File: config.mk
export PLATFORM = sky130hd
export DESIGN_NAME = eic_endpoint_irq
export DESIGN_NICKNAME = d
export VERILOG_FILES = /design/src/verilog/eic_pkg.sv /design/src/verilog/eic_endpoint_irq.sv
export SDC_FILE = /design/constraint.sdc
export NUM_CORES = 1
export LEC_CHECK = 0
export BUFFER_PORTS_ARGS = -buffer_cell sky130_fd_sc_hd__buf_4
export CAP_MARGIN = 20
export CORE_MARGIN = 5
export CORE_UTILIZATION = 49
export DETAILED_ROUTE_END_ITERATION = 8
export PLACE_DENSITY_LB_ADDON = 0.08
export SLEW_MARGIN = 20
export SYNTH_ARGS = -nofsm -noshare
export SYNTH_HDL_FRONTEND = slang
export SYNTH_SLANG_ARGS = --single-unit
File: constraint.sdc
create_clock -name i_core_clk -period 2.6 [get_ports i_core_clk]
set_clock_uncertainty 0.2 [all_clocks]
set_input_delay 0.39 -clock i_core_clk [delete_from_list [all_inputs] [get_ports i_core_clk]]
set_output_delay 0.39 -clock i_core_clk [all_outputs]
set_load 0.01 [all_outputs]
File: src/verilog/eic_pkg.sv
// Constants shared by the endpoint interrupt and configuration port logic.
// Assumes one clock domain and Dword-addressed configuration registers.
package eic_pkg;
  // Dword indices of the implemented configuration registers
  localparam logic [9:0] DW_CMD_STATUS = 10'h001;
  localparam logic [9:0] DW_T1_IO_BASE = 10'h007;
  localparam logic [9:0] DW_MSI_CTRL = 10'h012;
  localparam logic [9:0] DW_MSI_ADDR_LO = 10'h013;
  localparam logic [9:0] DW_MSI_ADDR_HI = 10'h014;
  localparam logic [9:0] DW_MSI_DATA = 10'h015;
  localparam logic [9:0] DW_MSI_MASK = 10'h016;
  localparam logic [9:0] DW_MSIX_CTRL = 10'h01C;
  localparam logic [7:0] FUNC_ZERO = 8'h00;

  // Field positions
  localparam int CMD_INTX_DIS_BIT = 10;
  localparam int STS_INT_BIT = 19;
  localparam int MSI_EN_BIT = 16;
  localparam int MSI_MMC_LSB = 17;
  localparam int MSI_MME_LSB = 20;
  localparam int MSI_64_CAP_BIT = 23;
  localparam int MSIX_EN_BIT = 31;

  // Reset values and the largest supported MSI_MMC value
  localparam logic [2:0] CMD_RESET = 3'h0;
  localparam logic [2:0] MME_RESET = 3'h0;
  localparam logic [31:0] ZERO32 = 32'h0000_0000;
  localparam logic [3:0] T1_RO_RESET = 4'h1;
  localparam logic [2:0] MMC_MAX = 3'h5;

  // Outgoing message kinds
  typedef enum logic [1:0] {
    EIC_MSG_ASSERT_INTA = 2'h0,
    EIC_MSG_DEASSERT_INTA = 2'h1,
    EIC_MSG_MWR32 = 2'h2,
    EIC_MSG_MWR64 = 2'h3
  } eic_msg_t;

  // Interrupt sequencer states, Gray along the legacy path from EIC_ST_IDLE to EIC_ST_LEG_DONE
  typedef enum logic [2:0] {
    EIC_ST_IDLE = 3'b000,
    EIC_ST_LEG_ASSERT = 3'b001,
    EIC_ST_LEG_HOLD = 3'b011,
    EIC_ST_LEG_DEASSERT = 3'b010,
    EIC_ST_LEG_DONE = 3'b110,
    EIC_ST_MSI_SEND = 3'b100
  } eic_state_t;
endpackage

File: src/verilog/eic_endpoint_irq.sv
// Endpoint interrupt request logic and configuration management port.
// Overview of operation
// - Mode outputs follow the MSI Enable and MSI-X Enable bits; endpoint only.
// - Both enables low: legacy mode, only INTx assert and deassert messages.
// - MSI on, MSI-X off: only MSI interrupts, each a memory write.
// - Both enables on: interface stays active and sends MSI writes on request.
// - MSI, MSI-X enable and interrupt disable bits change only by root writes.
// - Legacy requests blocked while command bit 10 set; flags show the state.
// - Legacy request with pending gets accepted pulse, then Assert_INTA is sent.
// - After request drops, Deassert_INTA is sent and accepted pulses again.
// - MSI vector request gets accepted pulse, then one MSI write is sent.
// - MSI address from address fields, payload from message data field.
// - MSI uses 32-bit addressing unless upper address is non-zero.
// - Replaceable data bits are lesser of capable and enabled; higher bits masked.
// - Read data valid only in the cycle with done asserted.
// - Write with data and lane selects completes with a done strobe.
// - Root port override forces writes into read-only Type-1 fields.
// Assumes all inputs come from logic on i_core_clk; root writes arrive as one-cycle strobes.
`timescale 1ns/1ns
`default_nettype none

module eic_endpoint_irq #(
  parameter logic [2:0] MSI_MMC = 3'h5,
  parameter bit ROOT_PORT = 1'b0
) (
  input wire logic i_core_clk,
  input wire logic i_rst,
  input wire logic i_legacy_irq_request,
  input wire logic i_legacy_irq_pending,
  input wire logic i_msi_request_valid,
  input wire logic [4:0] i_msi_vector_request,
  input wire logic [17:0] i_cfg_space_addr,
  input wire logic [31:0] i_cfg_space_wdata,
  input wire logic [3:0] i_cfg_space_lane_sel,
  input wire logic i_cfg_space_wr,
  input wire logic i_cfg_space_rd,
  input wire logic i_type1_ro_override,
  input wire logic i_rc_cfg_wr,
  input wire logic [9:0] i_rc_cfg_addr,
  input wire logic [31:0] i_rc_cfg_wdata,
  input wire logic [3:0] i_rc_cfg_lane_sel,
  input wire logic i_msg_ready,
  output logic o_msi_mode_on,
  output logic o_msix_mode_on,
  output logic [2:0] o_msi_vectors_granted,
  output logic [1:0] o_function_state_flags,
  output logic o_legacy_irq_accepted,
  output logic o_msi_accepted,
  output logic o_msg_valid,
  output logic [1:0] o_msg_kind,
  output logic [63:0] o_msg_addr,
  output logic [31:0] o_msg_data,
  output logic [31:0] o_cfg_space_rdata,
  output logic o_cfg_space_done
);

  // Elaboration-time refusal of capability values the vector logic cannot serve
  if (MSI_MMC > eic_pkg::MMC_MAX) begin : g_mmc_check
    $error("MSI_MMC above 5 is not supported");
  end

  // Byte-lane merge restricted to bits that a writer may touch
  function automatic logic [31:0] lane_merge(input logic [31:0] old_val,
                                             input logic [31:0] new_val,
                                             input logic [3:0] lanes,
                                             input logic [31:0] wmask);
    logic [31:0] m;
    m = {{8{lanes[3]}}, {8{lanes[2]}}, {8{lanes[1]}}, {8{lanes[0]}}} & wmask;
    lane_merge = (old_val & ~m) | (new_val & m);
  endfunction

  function automatic logic [2:0] min3(input logic [2:0] a, input logic [2:0] b);
    min3 = (a < b) ? a : b;
  endfunction

  // Registers of configuration space
  logic [2:0] cmd_low_reg;
  logic intx_dis_reg;
  logic msi_en_reg;
  logic [2:0] mme_reg;
  logic [31:0] msi_addr_lo_reg;
  logic [31:0] msi_addr_hi_reg;
  logic [15:0] msi_data_reg;
  logic [31:0] msi_mask_reg;
  logic msix_en_reg;
  logic [3:0] t1_base_ro_reg;
  logic [3:0] t1_base_rw_reg;
  logic [3:0] t1_lim_ro_reg;
  logic [3:0] t1_lim_rw_reg;
  logic int_status_reg;

  // Current contents of each register as read back
  logic [31:0] rd_cmd;
  logic [31:0] rd_msi_ctrl;
  logic [31:0] rd_t1;
  assign rd_cmd = {12'h000, int_status_reg, 8'h00, intx_dis_reg, 7'h00, cmd_low_reg};
  assign rd_msi_ctrl = {8'h00, 1'b1, mme_reg, MSI_MMC, msi_en_reg, 16'h0005};
  assign rd_t1 = {16'h0000, t1_lim_rw_reg, t1_lim_ro_reg, t1_base_rw_reg, t1_base_ro_reg};

  function automatic logic [31:0] reg_read(input logic [9:0] dw,
                                           input logic [31:0] cmd_v,
                                           input logic [31:0] ctrl_v,
                                           input logic [31:0] t1_v,
                                           input logic [31:0] lo_v,
                                           input logic [31:0] hi_v,
                                           input logic [15:0] data_v,
                                           input logic [31:0] mask_v,
                                           input logic msix_v);
    case (dw)
      eic_pkg::DW_CMD_STATUS: reg_read = cmd_v;
      eic_pkg::DW_T1_IO_BASE: reg_read = ROOT_PORT ? t1_v : eic_pkg::ZERO32;
      eic_pkg::DW_MSI_CTRL: reg_read = ctrl_v;
      eic_pkg::DW_MSI_ADDR_LO: reg_read = lo_v;
      eic_pkg::DW_MSI_ADDR_HI: reg_read = hi_v;
      eic_pkg::DW_MSI_DATA: reg_read = {16'h0000, data_v};
      eic_pkg::DW_MSI_MASK: reg_read = mask_v;
      eic_pkg::DW_MSIX_CTRL: reg_read = {msix_v, 31'h0000_0011};
      default: reg_read = eic_pkg::ZERO32;
    endcase
  endfunction

  // User configuration port: one access per strobe, done in the next cycle
  logic user_hit;
  logic user_wr_go;
  logic user_rd_go;
  logic [9:0] user_dw;
  assign user_dw = i_cfg_space_addr[9:0];
  assign user_hit = (i_cfg_space_addr[17:10] == eic_pkg::FUNC_ZERO);
  assign user_wr_go = i_cfg_space_wr & ~o_cfg_space_done;
  assign user_rd_go = i_cfg_space_rd & ~i_cfg_space_wr & ~o_cfg_space_done;

  always_ff @(posedge i_core_clk) begin
    if (i_rst) begin
      o_cfg_space_done <= 1'b0;
    end else begin
      o_cfg_space_done <= user_wr_go | user_rd_go;
    end
  end

  always_ff @(posedge i_core_clk) begin
    if (i_rst) begin
      o_cfg_space_rdata <= eic_pkg::ZERO32;
    end else if (user_rd_go && user_hit) begin
      o_cfg_space_rdata <= reg_read(user_dw, rd_cmd, rd_msi_ctrl, rd_t1, msi_addr_lo_reg,
                                    msi_addr_hi_reg, msi_data_reg, msi_mask_reg,
                                    msix_en_reg);
    end else begin
      o_cfg_space_rdata <= eic_pkg::ZERO32;
    end
  end

  // Write paths: user port and root complex, root applied last
  logic uw;
  logic rw;
  assign uw = user_wr_go & user_hit;
  assign rw = i_rc_cfg_wr;

  always_ff @(posedge i_core_clk) begin
    if (i_rst) begin
      cmd_low_reg <= eic_pkg::CMD_RESET;
      intx_dis_reg <= 1'b0;
      msi_en_reg <= 1'b0;
      mme_reg <= eic_pkg::MME_RESET;
      msix_en_reg <= 1'b0;
    end else begin
      if (uw && user_dw == eic_pkg::DW_CMD_STATUS && i_cfg_space_lane_sel[0]) begin
        cmd_low_reg <= i_cfg_space_wdata[2:0];
      end
      if (rw && i_rc_cfg_addr == eic_pkg::DW_CMD_STATUS) begin
        if (i_rc_cfg_lane_sel[0]) begin
          cmd_low_reg <= i_rc_cfg_wdata[2:0];
        end
        if (i_rc_cfg_lane_sel[1]) begin
          intx_dis_reg <= i_rc_cfg_wdata[eic_pkg::CMD_INTX_DIS_BIT];
        end
      end
      if (rw && i_rc_cfg_addr == eic_pkg::DW_MSI_CTRL && i_rc_cfg_lane_sel[2]) begin
        msi_en_reg <= i_rc_cfg_wdata[eic_pkg::MSI_EN_BIT];
        mme_reg <= min3(i_rc_cfg_wdata[eic_pkg::MSI_MME_LSB +: 3], MSI_MMC);
      end
      if (rw && i_rc_cfg_addr == eic_pkg::DW_MSIX_CTRL && i_rc_cfg_lane_sel[3]) begin
        msix_en_reg <= i_rc_cfg_wdata[eic_pkg::MSIX_EN_BIT];
      end
    end
  end

  // MSI address, data and mask fields, writable by both sources
  always_ff @(posedge i_core_clk) begin
    if (i_rst) begin
      msi_addr_lo_reg <= eic_pkg::ZERO32;
      msi_addr_hi_reg <= eic_pkg::ZERO32;
      msi_data_reg <= 16'h0000;
      msi_mask_reg <= eic_pkg::ZERO32;
    end else begin
      if (uw && user_dw == eic_pkg::DW_MSI_ADDR_LO) begin
        msi_addr_lo_reg <= lane_merge(msi_addr_lo_reg, i_cfg_space_wdata,
                                      i_cfg_space_lane_sel, 32'hFFFF_FFFC);
      end
      if (uw && user_dw == eic_pkg::DW_MSI_ADDR_HI) begin
        msi_addr_hi_reg <= lane_merge(msi_addr_hi_reg, i_cfg_space_wdata,
                                      i_cfg_space_lane_sel, 32'hFFFF_FFFF);
      end
      if (uw && user_dw == eic_pkg::DW_MSI_DATA) begin
        msi_data_reg <= 16'(lane_merge({16'h0000, msi_data_reg}, i_cfg_space_wdata,
                                       i_cfg_space_lane_sel, 32'h0000_FFFF));
      end
      if (uw && user_dw == eic_pkg::DW_MSI_MASK) begin
        msi_mask_reg <= lane_merge(msi_mask_reg, i_cfg_space_wdata,
                                   i_cfg_space_lane_sel, 32'hFFFF_FFFF);
      end
      if (rw && i_rc_cfg_addr == eic_pkg::DW_MSI_ADDR_LO) begin
        msi_addr_lo_reg <= lane_merge(msi_addr_lo_reg, i_rc_cfg_wdata,
                                      i_rc_cfg_lane_sel, 32'hFFFF_FFFC);
      end
      if (rw && i_rc_cfg_addr == eic_pkg::DW_MSI_ADDR_HI) begin
        msi_addr_hi_reg <= lane_merge(msi_addr_hi_reg, i_rc_cfg_wdata,
                                      i_rc_cfg_lane_sel, 32'hFFFF_FFFF);
      end
      if (rw && i_rc_cfg_addr == eic_pkg::DW_MSI_DATA) begin
        msi_data_reg <= 16'(lane_merge({16'h0000, msi_data_reg}, i_rc_cfg_wdata,
                                       i_rc_cfg_lane_sel, 32'h0000_FFFF));
      end
      if (rw && i_rc_cfg_addr == eic_pkg::DW_MSI_MASK) begin
        msi_mask_reg <= lane_merge(msi_mask_reg, i_rc_cfg_wdata,
                                   i_rc_cfg_lane_sel, 32'hFFFF_FFFF);
      end
    end
  end

  // Type-1 I/O base and limit; low nibbles read-only unless overridden in root port mode
  logic t1_wr;
  logic t1_force;
  assign t1_wr = ROOT_PORT && uw && user_dw == eic_pkg::DW_T1_IO_BASE;
  assign t1_force = t1_wr & i_type1_ro_override;

  always_ff @(posedge i_core_clk) begin
    if (i_rst) begin
      t1_base_ro_reg <= eic_pkg::T1_RO_RESET;
      t1_lim_ro_reg <= eic_pkg::T1_RO_RESET;
      t1_base_rw_reg <= 4'h0;
      t1_lim_rw_reg <= 4'h0;
    end else begin
      if (t1_wr && i_cfg_space_lane_sel[0]) begin
        t1_base_rw_reg <= i_cfg_space_wdata[7:4];
      end
      if (t1_wr && i_cfg_space_lane_sel[1]) begin
        t1_lim_rw_reg <= i_cfg_space_wdata[15:12];
      end
      if (t1_force && i_cfg_space_lane_sel[0]) begin
        t1_base_ro_reg <= i_cfg_space_wdata[3:0];
      end
      if (t1_force && i_cfg_space_lane_sel[1]) begin
        t1_lim_ro_reg <= i_cfg_space_wdata[11:8];
      end
    end
  end

  // Status flags toward user logic
  always_ff @(posedge i_core_clk) begin
    if (i_rst) begin
      o_msi_mode_on <= 1'b0;
      o_msix_mode_on <= 1'b0;
      o_msi_vectors_granted <= eic_pkg::MME_RESET;
      o_function_state_flags <= 2'h0;
    end else begin
      o_msi_mode_on <= msi_en_reg;
      o_msix_mode_on <= msix_en_reg;
      o_msi_vectors_granted <= mme_reg;
      o_function_state_flags <= {int_status_reg, intx_dis_reg};
    end
  end

  // Interrupt sequencer; MSI-X is left to user logic on the transmit stream
  eic_pkg::eic_state_t state_reg;
  logic leg_ok;
  logic msi_ok;
  logic msg_take;
  logic [2:0] vec_bits;
  logic [15:0] vec_mask;
  logic [15:0] msi_payload;
  assign leg_ok = ~msi_en_reg & ~msix_en_reg & ~intx_dis_reg;
  assign msi_ok = msi_en_reg;
  assign msg_take = o_msg_valid & i_msg_ready;
  assign vec_bits = min3(MSI_MMC, mme_reg);
  assign vec_mask = 16'((32'h1 << vec_bits) - 32'h1);
  assign msi_payload = (msi_data_reg & ~vec_mask)
                     | ({11'h000, i_msi_vector_request} & vec_mask);

  always_ff @(posedge i_core_clk) begin
    if (i_rst) begin
      state_reg <= eic_pkg::EIC_ST_IDLE;
      o_legacy_irq_accepted <= 1'b0;
      o_msi_accepted <= 1'b0;
      o_msg_valid <= 1'b0;
      o_msg_kind <= eic_pkg::EIC_MSG_ASSERT_INTA;
      o_msg_addr <= 64'h0000_0000_0000_0000;
      o_msg_data <= eic_pkg::ZERO32;
    end else begin
      o_legacy_irq_accepted <= 1'b0;
      o_msi_accepted <= 1'b0;
      if (msg_take) begin
        o_msg_valid <= 1'b0;
      end
      case (state_reg)
        eic_pkg::EIC_ST_IDLE: begin
          if (i_msi_request_valid && msi_ok) begin
            o_msi_accepted <= 1'b1;
            o_msg_valid <= 1'b1;
            o_msg_data <= {16'h0000, msi_payload};
            if (msi_addr_hi_reg != eic_pkg::ZERO32) begin
              o_msg_kind <= eic_pkg::EIC_MSG_MWR64;
            end else begin
              o_msg_kind <= eic_pkg::EIC_MSG_MWR32;
            end
            o_msg_addr <= {msi_addr_hi_reg, msi_addr_lo_reg};
            state_reg <= eic_pkg::EIC_ST_MSI_SEND;
          end else if (i_legacy_irq_request && i_legacy_irq_pending && leg_ok) begin
            o_legacy_irq_accepted <= 1'b1;
            o_msg_valid <= 1'b1;
            o_msg_kind <= eic_pkg::EIC_MSG_ASSERT_INTA;
            o_msg_addr <= 64'h0000_0000_0000_0000;
            o_msg_data <= eic_pkg::ZERO32;
            state_reg <= eic_pkg::EIC_ST_LEG_ASSERT;
          end
        end
        eic_pkg::EIC_ST_LEG_ASSERT: begin
          if (msg_take) begin
            state_reg <= eic_pkg::EIC_ST_LEG_HOLD;
          end
        end
        eic_pkg::EIC_ST_LEG_HOLD: begin
          if (!i_legacy_irq_request) begin
            o_msg_valid <= 1'b1;
            o_msg_kind <= eic_pkg::EIC_MSG_DEASSERT_INTA;
            state_reg <= eic_pkg::EIC_ST_LEG_DEASSERT;
          end
        end
        eic_pkg::EIC_ST_LEG_DEASSERT: begin
          if (msg_take) begin
            o_legacy_irq_accepted <= 1'b1;
            state_reg <= eic_pkg::EIC_ST_LEG_DONE;
          end
        end
        eic_pkg::EIC_ST_LEG_DONE: begin
          state_reg <= eic_pkg::EIC_ST_IDLE;
        end
        eic_pkg::EIC_ST_MSI_SEND: begin
          if (msg_take) begin
            state_reg <= eic_pkg::EIC_ST_IDLE;
          end
        end
        default: begin
          state_reg <= eic_pkg::EIC_ST_IDLE;
        end
      endcase
    end
  end

  // Interrupt status bit reflects an asserted INTx while user keeps pending high
  always_ff @(posedge i_core_clk) begin
    if (i_rst) begin
      int_status_reg <= 1'b0;
    end else begin
      int_status_reg <= i_legacy_irq_pending
                      & (state_reg == eic_pkg::EIC_ST_LEG_HOLD
                         || state_reg == eic_pkg::EIC_ST_LEG_DEASSERT);
    end
  end

endmodule

`default_nettype wire

==> qor.txt <==
FLOW RUN
-----------------------------------------------------------------------------------------
Max cap viols                                                                           0

GLOBAL ROUTE
-----------------------------------------------------------------------------------------
Number of antenna violations at the first check in global routing                       0
Vias in the first global route                                                      10900
Global-route usage over all layers                                                  0.288
Wire length of the first global-routing pass                                      61.6 mm
Most Crowded Layer GR                                                                met2
Pin count of the biggest net entering global routing                                   69
Met1 track demand over resource                                                     0.397
Met3 Usage GRT                                                                     0.0414
Leftover overflow at the end of global routing                                          0
Met2 track demand over resource in global routing                                   0.465

FLOORPLANNING
-----------------------------------------------------------------------------------------
Number of ports placed on the die boundary                                            256
Rows                                                                                   56
Total Die Area                                                                 27000 um^2
Core Box Area                                                                  23500 um^2
Starting Density                                                                    0.497
Die Span Y                                                                         164 um
Horiz. Die Dim                                                                     164 um

TIMING
-----------------------------------------------------------------------------------------
Fmax                                                                              399 MHz
Number of hold violations in the final report                                           0
Final Max Slew Viols                                                                    0
Final Cycle Share                                                                   0.964
Slew HR                                                                             0.489
Final setup violating endpoints                                                         0
Setup repair after global routing missed its margin                                 false
Final critical-path required period                                               2.51 ns
Pin slew with the least headroom to its limit                                    0.767 ns

PLACEMENT
-----------------------------------------------------------------------------------------
Placed Area                                                                    14300 um^2
Routability congestion estimate from global placement                               0.915
Port Buffers                                                                          236
Post-DP HPWL                                                                      29.0 mm

POWER AND IR DROP
-----------------------------------------------------------------------------------------
Share of total power in combinational logic                                         0.071
Design internal power                                                             6.37 mW
P_sw                                                                              1.87 mW
Largest vdd supply drop                                                            386 uV
Clock share of power                                                                0.470
Share of total power consumed by net switching                                      0.227
Share of power burned in registers                                                  0.460
P_leak                                                                            6.57 nW
Power Dens Cells                                                              537 nW/um^2
Total Power                                                                       8.24 mW

SETUP PATH
-----------------------------------------------------------------------------------------
Maximum single-stage delay on the critical path                                   0.60 ns
Worst path top cell family by delay                                          buffers and inverters
Worst Setup Path Type                                                        input pin to register
Max Fanout on Critical Path                                                            16
Most numerous cell on the critical path                                      sky130_fd_sc_hd__buf_4
Cells along the critical path                                                buf_4 > or4_1 > buf_4 > nor4_2 > buf_4 > nand3_1 > a311oi_1 > dlygate4sd3_1
Data required, critical path                                                      2.86 ns
Critical path capture point type                                                 register
Buffer and inverter count on the worst path                                             4
Startpoint types                                                                input pin
Slowest stage cell on the critical path                                      sky130_fd_sc_hd__dlygate4sd3_1
Data arrival time of the worst path                                               2.77 ns

LAYOUT
-----------------------------------------------------------------------------------------
Share of layout cells above drive strength 1                                        0.299
Synth-to-layout area growth                                                         31.5%
Leading cell type in the layout, fill and taps excluded                      sky130_fd_sc_hd__buf_4
Net total in the final layout                                                        1622
Fill cell count                                                                      1964
Antenna cell count                                                                      0
Total non-filler cell area in the finished layout                              15300 um^2
Most used cells in the layout excluding fill and tap cells                   sky130_fd_sc_hd__buf_4 (333), sky130_fd_sc_hd__dfxtp_1 (246), sky130_fd_sc_hd__mux2i_1 (104)

ROUTE
-----------------------------------------------------------------------------------------
Vias per std cell                                                                    6.06
Number of violations reported at the end of detailed-routing iteration 0             1084
Post-detailed-routing wire length                                                 40.6 mm
Drt first pass iters                                                                    5
Routed length per placed instance                                                 22.0 um
Antenna Nets Post-Route                                                                 0
Via count                                                                           11200
# DRC                                                                                   0

CLOCKING
-----------------------------------------------------------------------------------------
# hold bufs at CTS                                                                     15
Buffer count from post-CTS setup fixing                                                 0
Num CTS Buffers                                                                        26
CTS Root Buffer Type                                                         sky130_fd_sc_hd__clkbuf_16
CTS clock-pin slew for the worst setup and hold paths                             0.06 ns
CTS Sinks                                                                             246
Clock tree from TritonCTS                                                             yes
Later-pin clock latency in the skew report                                        0.53 ns
Maximum number of buffers from clock root to sink                                       3
Number of resized instances in the post-cts repair step                                 0
CTS H-tree lvls                                                                         1

SYNTHESIS
-----------------------------------------------------------------------------------------
Proportion of register bits with asynchronous set or reset after synthesis              0
Main area contributors after synthesis                                       sky130_fd_sc_hd__dfxtp_1 (42%), sky130_fd_sc_hd__mux2i_1 (8.9%), sky130_fd_sc_hd__a22o_1 (5.7%)
Synth Register Bits                                                                   246
Syn. warnings                                                                           0
Mapped Area                                                                    11700 um^2
Count of cell types in the netlist                                                     64
Mapped Avg Cell Area                                                            9.53 um^2
Area share of the largest cell type after synthesis                                 0.422
Number of instances in the synthesized netlist                                       1224
Dominant register cell in the synthesized netlist                            sky130_fd_sc_hd__dfxtp_1
EDFF count, synth                                                                       0
Library cell with the largest summed area after synthesis                    sky130_fd_sc_hd__dfxtp_1
Sequential fraction of the synthesis area                                           0.422

MIN PATH
-----------------------------------------------------------------------------------------
Class of the worst hold path                                                 input pin to register

RUN STATUS
-----------------------------------------------------------------------------------------
Run status                                                                   finished, final reports clean

==> Yosys cell counts (3+ instances only) <==
library cell	n
sky130_fd_sc_hd__inv_1	88
sky130_fd_sc_hd__a221oi_1	64
sky130_fd_sc_hd__nor4b_1	3
sky130_fd_sc_hd__o221a_2	17
sky130_fd_sc_hd__nor2b_1	10
sky130_fd_sc_hd__mux2_2	20
sky130_fd_sc_hd__a21o_1	3
sky130_fd_sc_hd__nand2_1	30
sky130_fd_sc_hd__or4_1	6
sky130_fd_sc_hd__nand3_1	71
sky130_fd_sc_hd__clkbuf_1	83
sky130_fd_sc_hd__a31oi_1	6
sky130_fd_sc_hd__and2_1	66
sky130_fd_sc_hd__buf_1	4
sky130_fd_sc_hd__nor3b_1	4
sky130_fd_sc_hd__or3b_2	3
sky130_fd_sc_hd__nand4_1	6
sky130_fd_sc_hd__a211oi_1	32
sky130_fd_sc_hd__buf_4	18
sky130_fd_sc_hd__and3_1	7
sky130_fd_sc_hd__a311oi_1	17
sky130_fd_sc_hd__dfxtp_1	246
sky130_fd_sc_hd__nor3_1	9
sky130_fd_sc_hd__a31o_2	12
sky130_fd_sc_hd__o21ai_0	11
sky130_fd_sc_hd__o311a_1	16
sky130_fd_sc_hd__a22oi_1	10
sky130_fd_sc_hd__nor2_1	21
sky130_fd_sc_hd__nand3b_1	3
sky130_fd_sc_hd__a41oi_1	8
sky130_fd_sc_hd__o21a_1	17
sky130_fd_sc_hd__nor4_1	27
sky130_fd_sc_hd__a31oi_2	3
sky130_fd_sc_hd__a21oi_1	50
sky130_fd_sc_hd__a22o_1	76
sky130_fd_sc_hd__or3_1	4
sky130_fd_sc_hd__buf_2	13
sky130_fd_sc_hd__mux2i_1	104
==> power by group through the flow <==
| stage | combinational [mW] | clock, mW | sequential (mW) |
|---|---|---|---|
| after floorplan | 0.296 | 0 | 3.86 |
| after global placement | 0.548 | 0 | 3.87 |
| after detailed placement | 0.554 | 0 | 3.87 |
| after CTS | 0.572 | 3.91 | 3.78 |
| after global routing | 0.621 | 4.07 | 3.78 |
| final | 0.582 | 3.87 | 3.78 |
==> kinds of logic after synthesis <==
group / count (synthesis) / share of synthesized area
compound gates: 357 / 0.249
simple gates: 288 / 0.145
flops: 246 / 0.422
buf+inv: 207 / 0.0738
mux: 125 / 0.110
other cells: 1 / 0.000322
==> cell type report <==
| cell class | instances | area [um^2] | area share |
|---|---|---|---|
| Inverter | 89 | 334 | 0.0218 |
| Tap cell | 319 | 399 | 0.0260 |
| Timing Repair Buffer | 356 | 2810 | 0.183 |
| Multi-Input combinational cell | 788 | 5960 | 0.389 |
| Sequential cell | 246 | 4920 | 0.321 |
| Clock buffer | 38 | 807 | 0.0526 |
| Clock inverter | 9 | 100 | 0.00653 |
==> routing by layer <==
| metal | share of wire | up-vias |
|---|---|---|
| li1 | - | 5189 |
| met2 | 0.46 | 560 |
| met3 | 0.077 | 104 |
| met4 | 0.035 | 0 |
| met5 | 0 | - |
| met1 | 0.43 | 5322 |
==> worst reg2reg max path: stages, from the launching register on <==
cell and delay, ns:
sky130_fd_sc_hd__dfxtp_1 0.44, sky130_fd_sc_hd__or4_4 0.75, sky130_fd_sc_hd__o21ai_0 0.21, sky130_fd_sc_hd__a311oi_1 0.11, sky130_fd_sc_hd__dlygate4sd3_1 0.60
==> final timing paths <==
kind              cells after the start  slack, ns                     to                 start
setup / recovery                      8       0.09         cmd_low_reg[1]  i_cfg_space_addr[11]
hold / removal                        3       0.02           state_reg[1]           i_msg_ready
setup reg to reg                      4       0.17         cmd_low_reg[1]      o_cfg_space_done
hold reg to reg                       2       0.26  o_cfg_space_rdata[17]              register
==> per-stage QoR <==
step	hold WS [ns]	TNS (ns)	cells	setup slack, ns	utilization
final	0.0224	0	1845	0.0926	0.653
after global routing	0.0327	0	1845	0.0234	0.653
after CTS	0.00283	0	1845	0.155	0.653
after detailed placement	0.247	-7.71	1783	-0.152	0.608
after global placement	0.247	-4.81	1783	-0.129	0.608
after floorplan	0.229	0	1241	0.0135	-
Note: power is estimated with default switching activity, not from simulation.
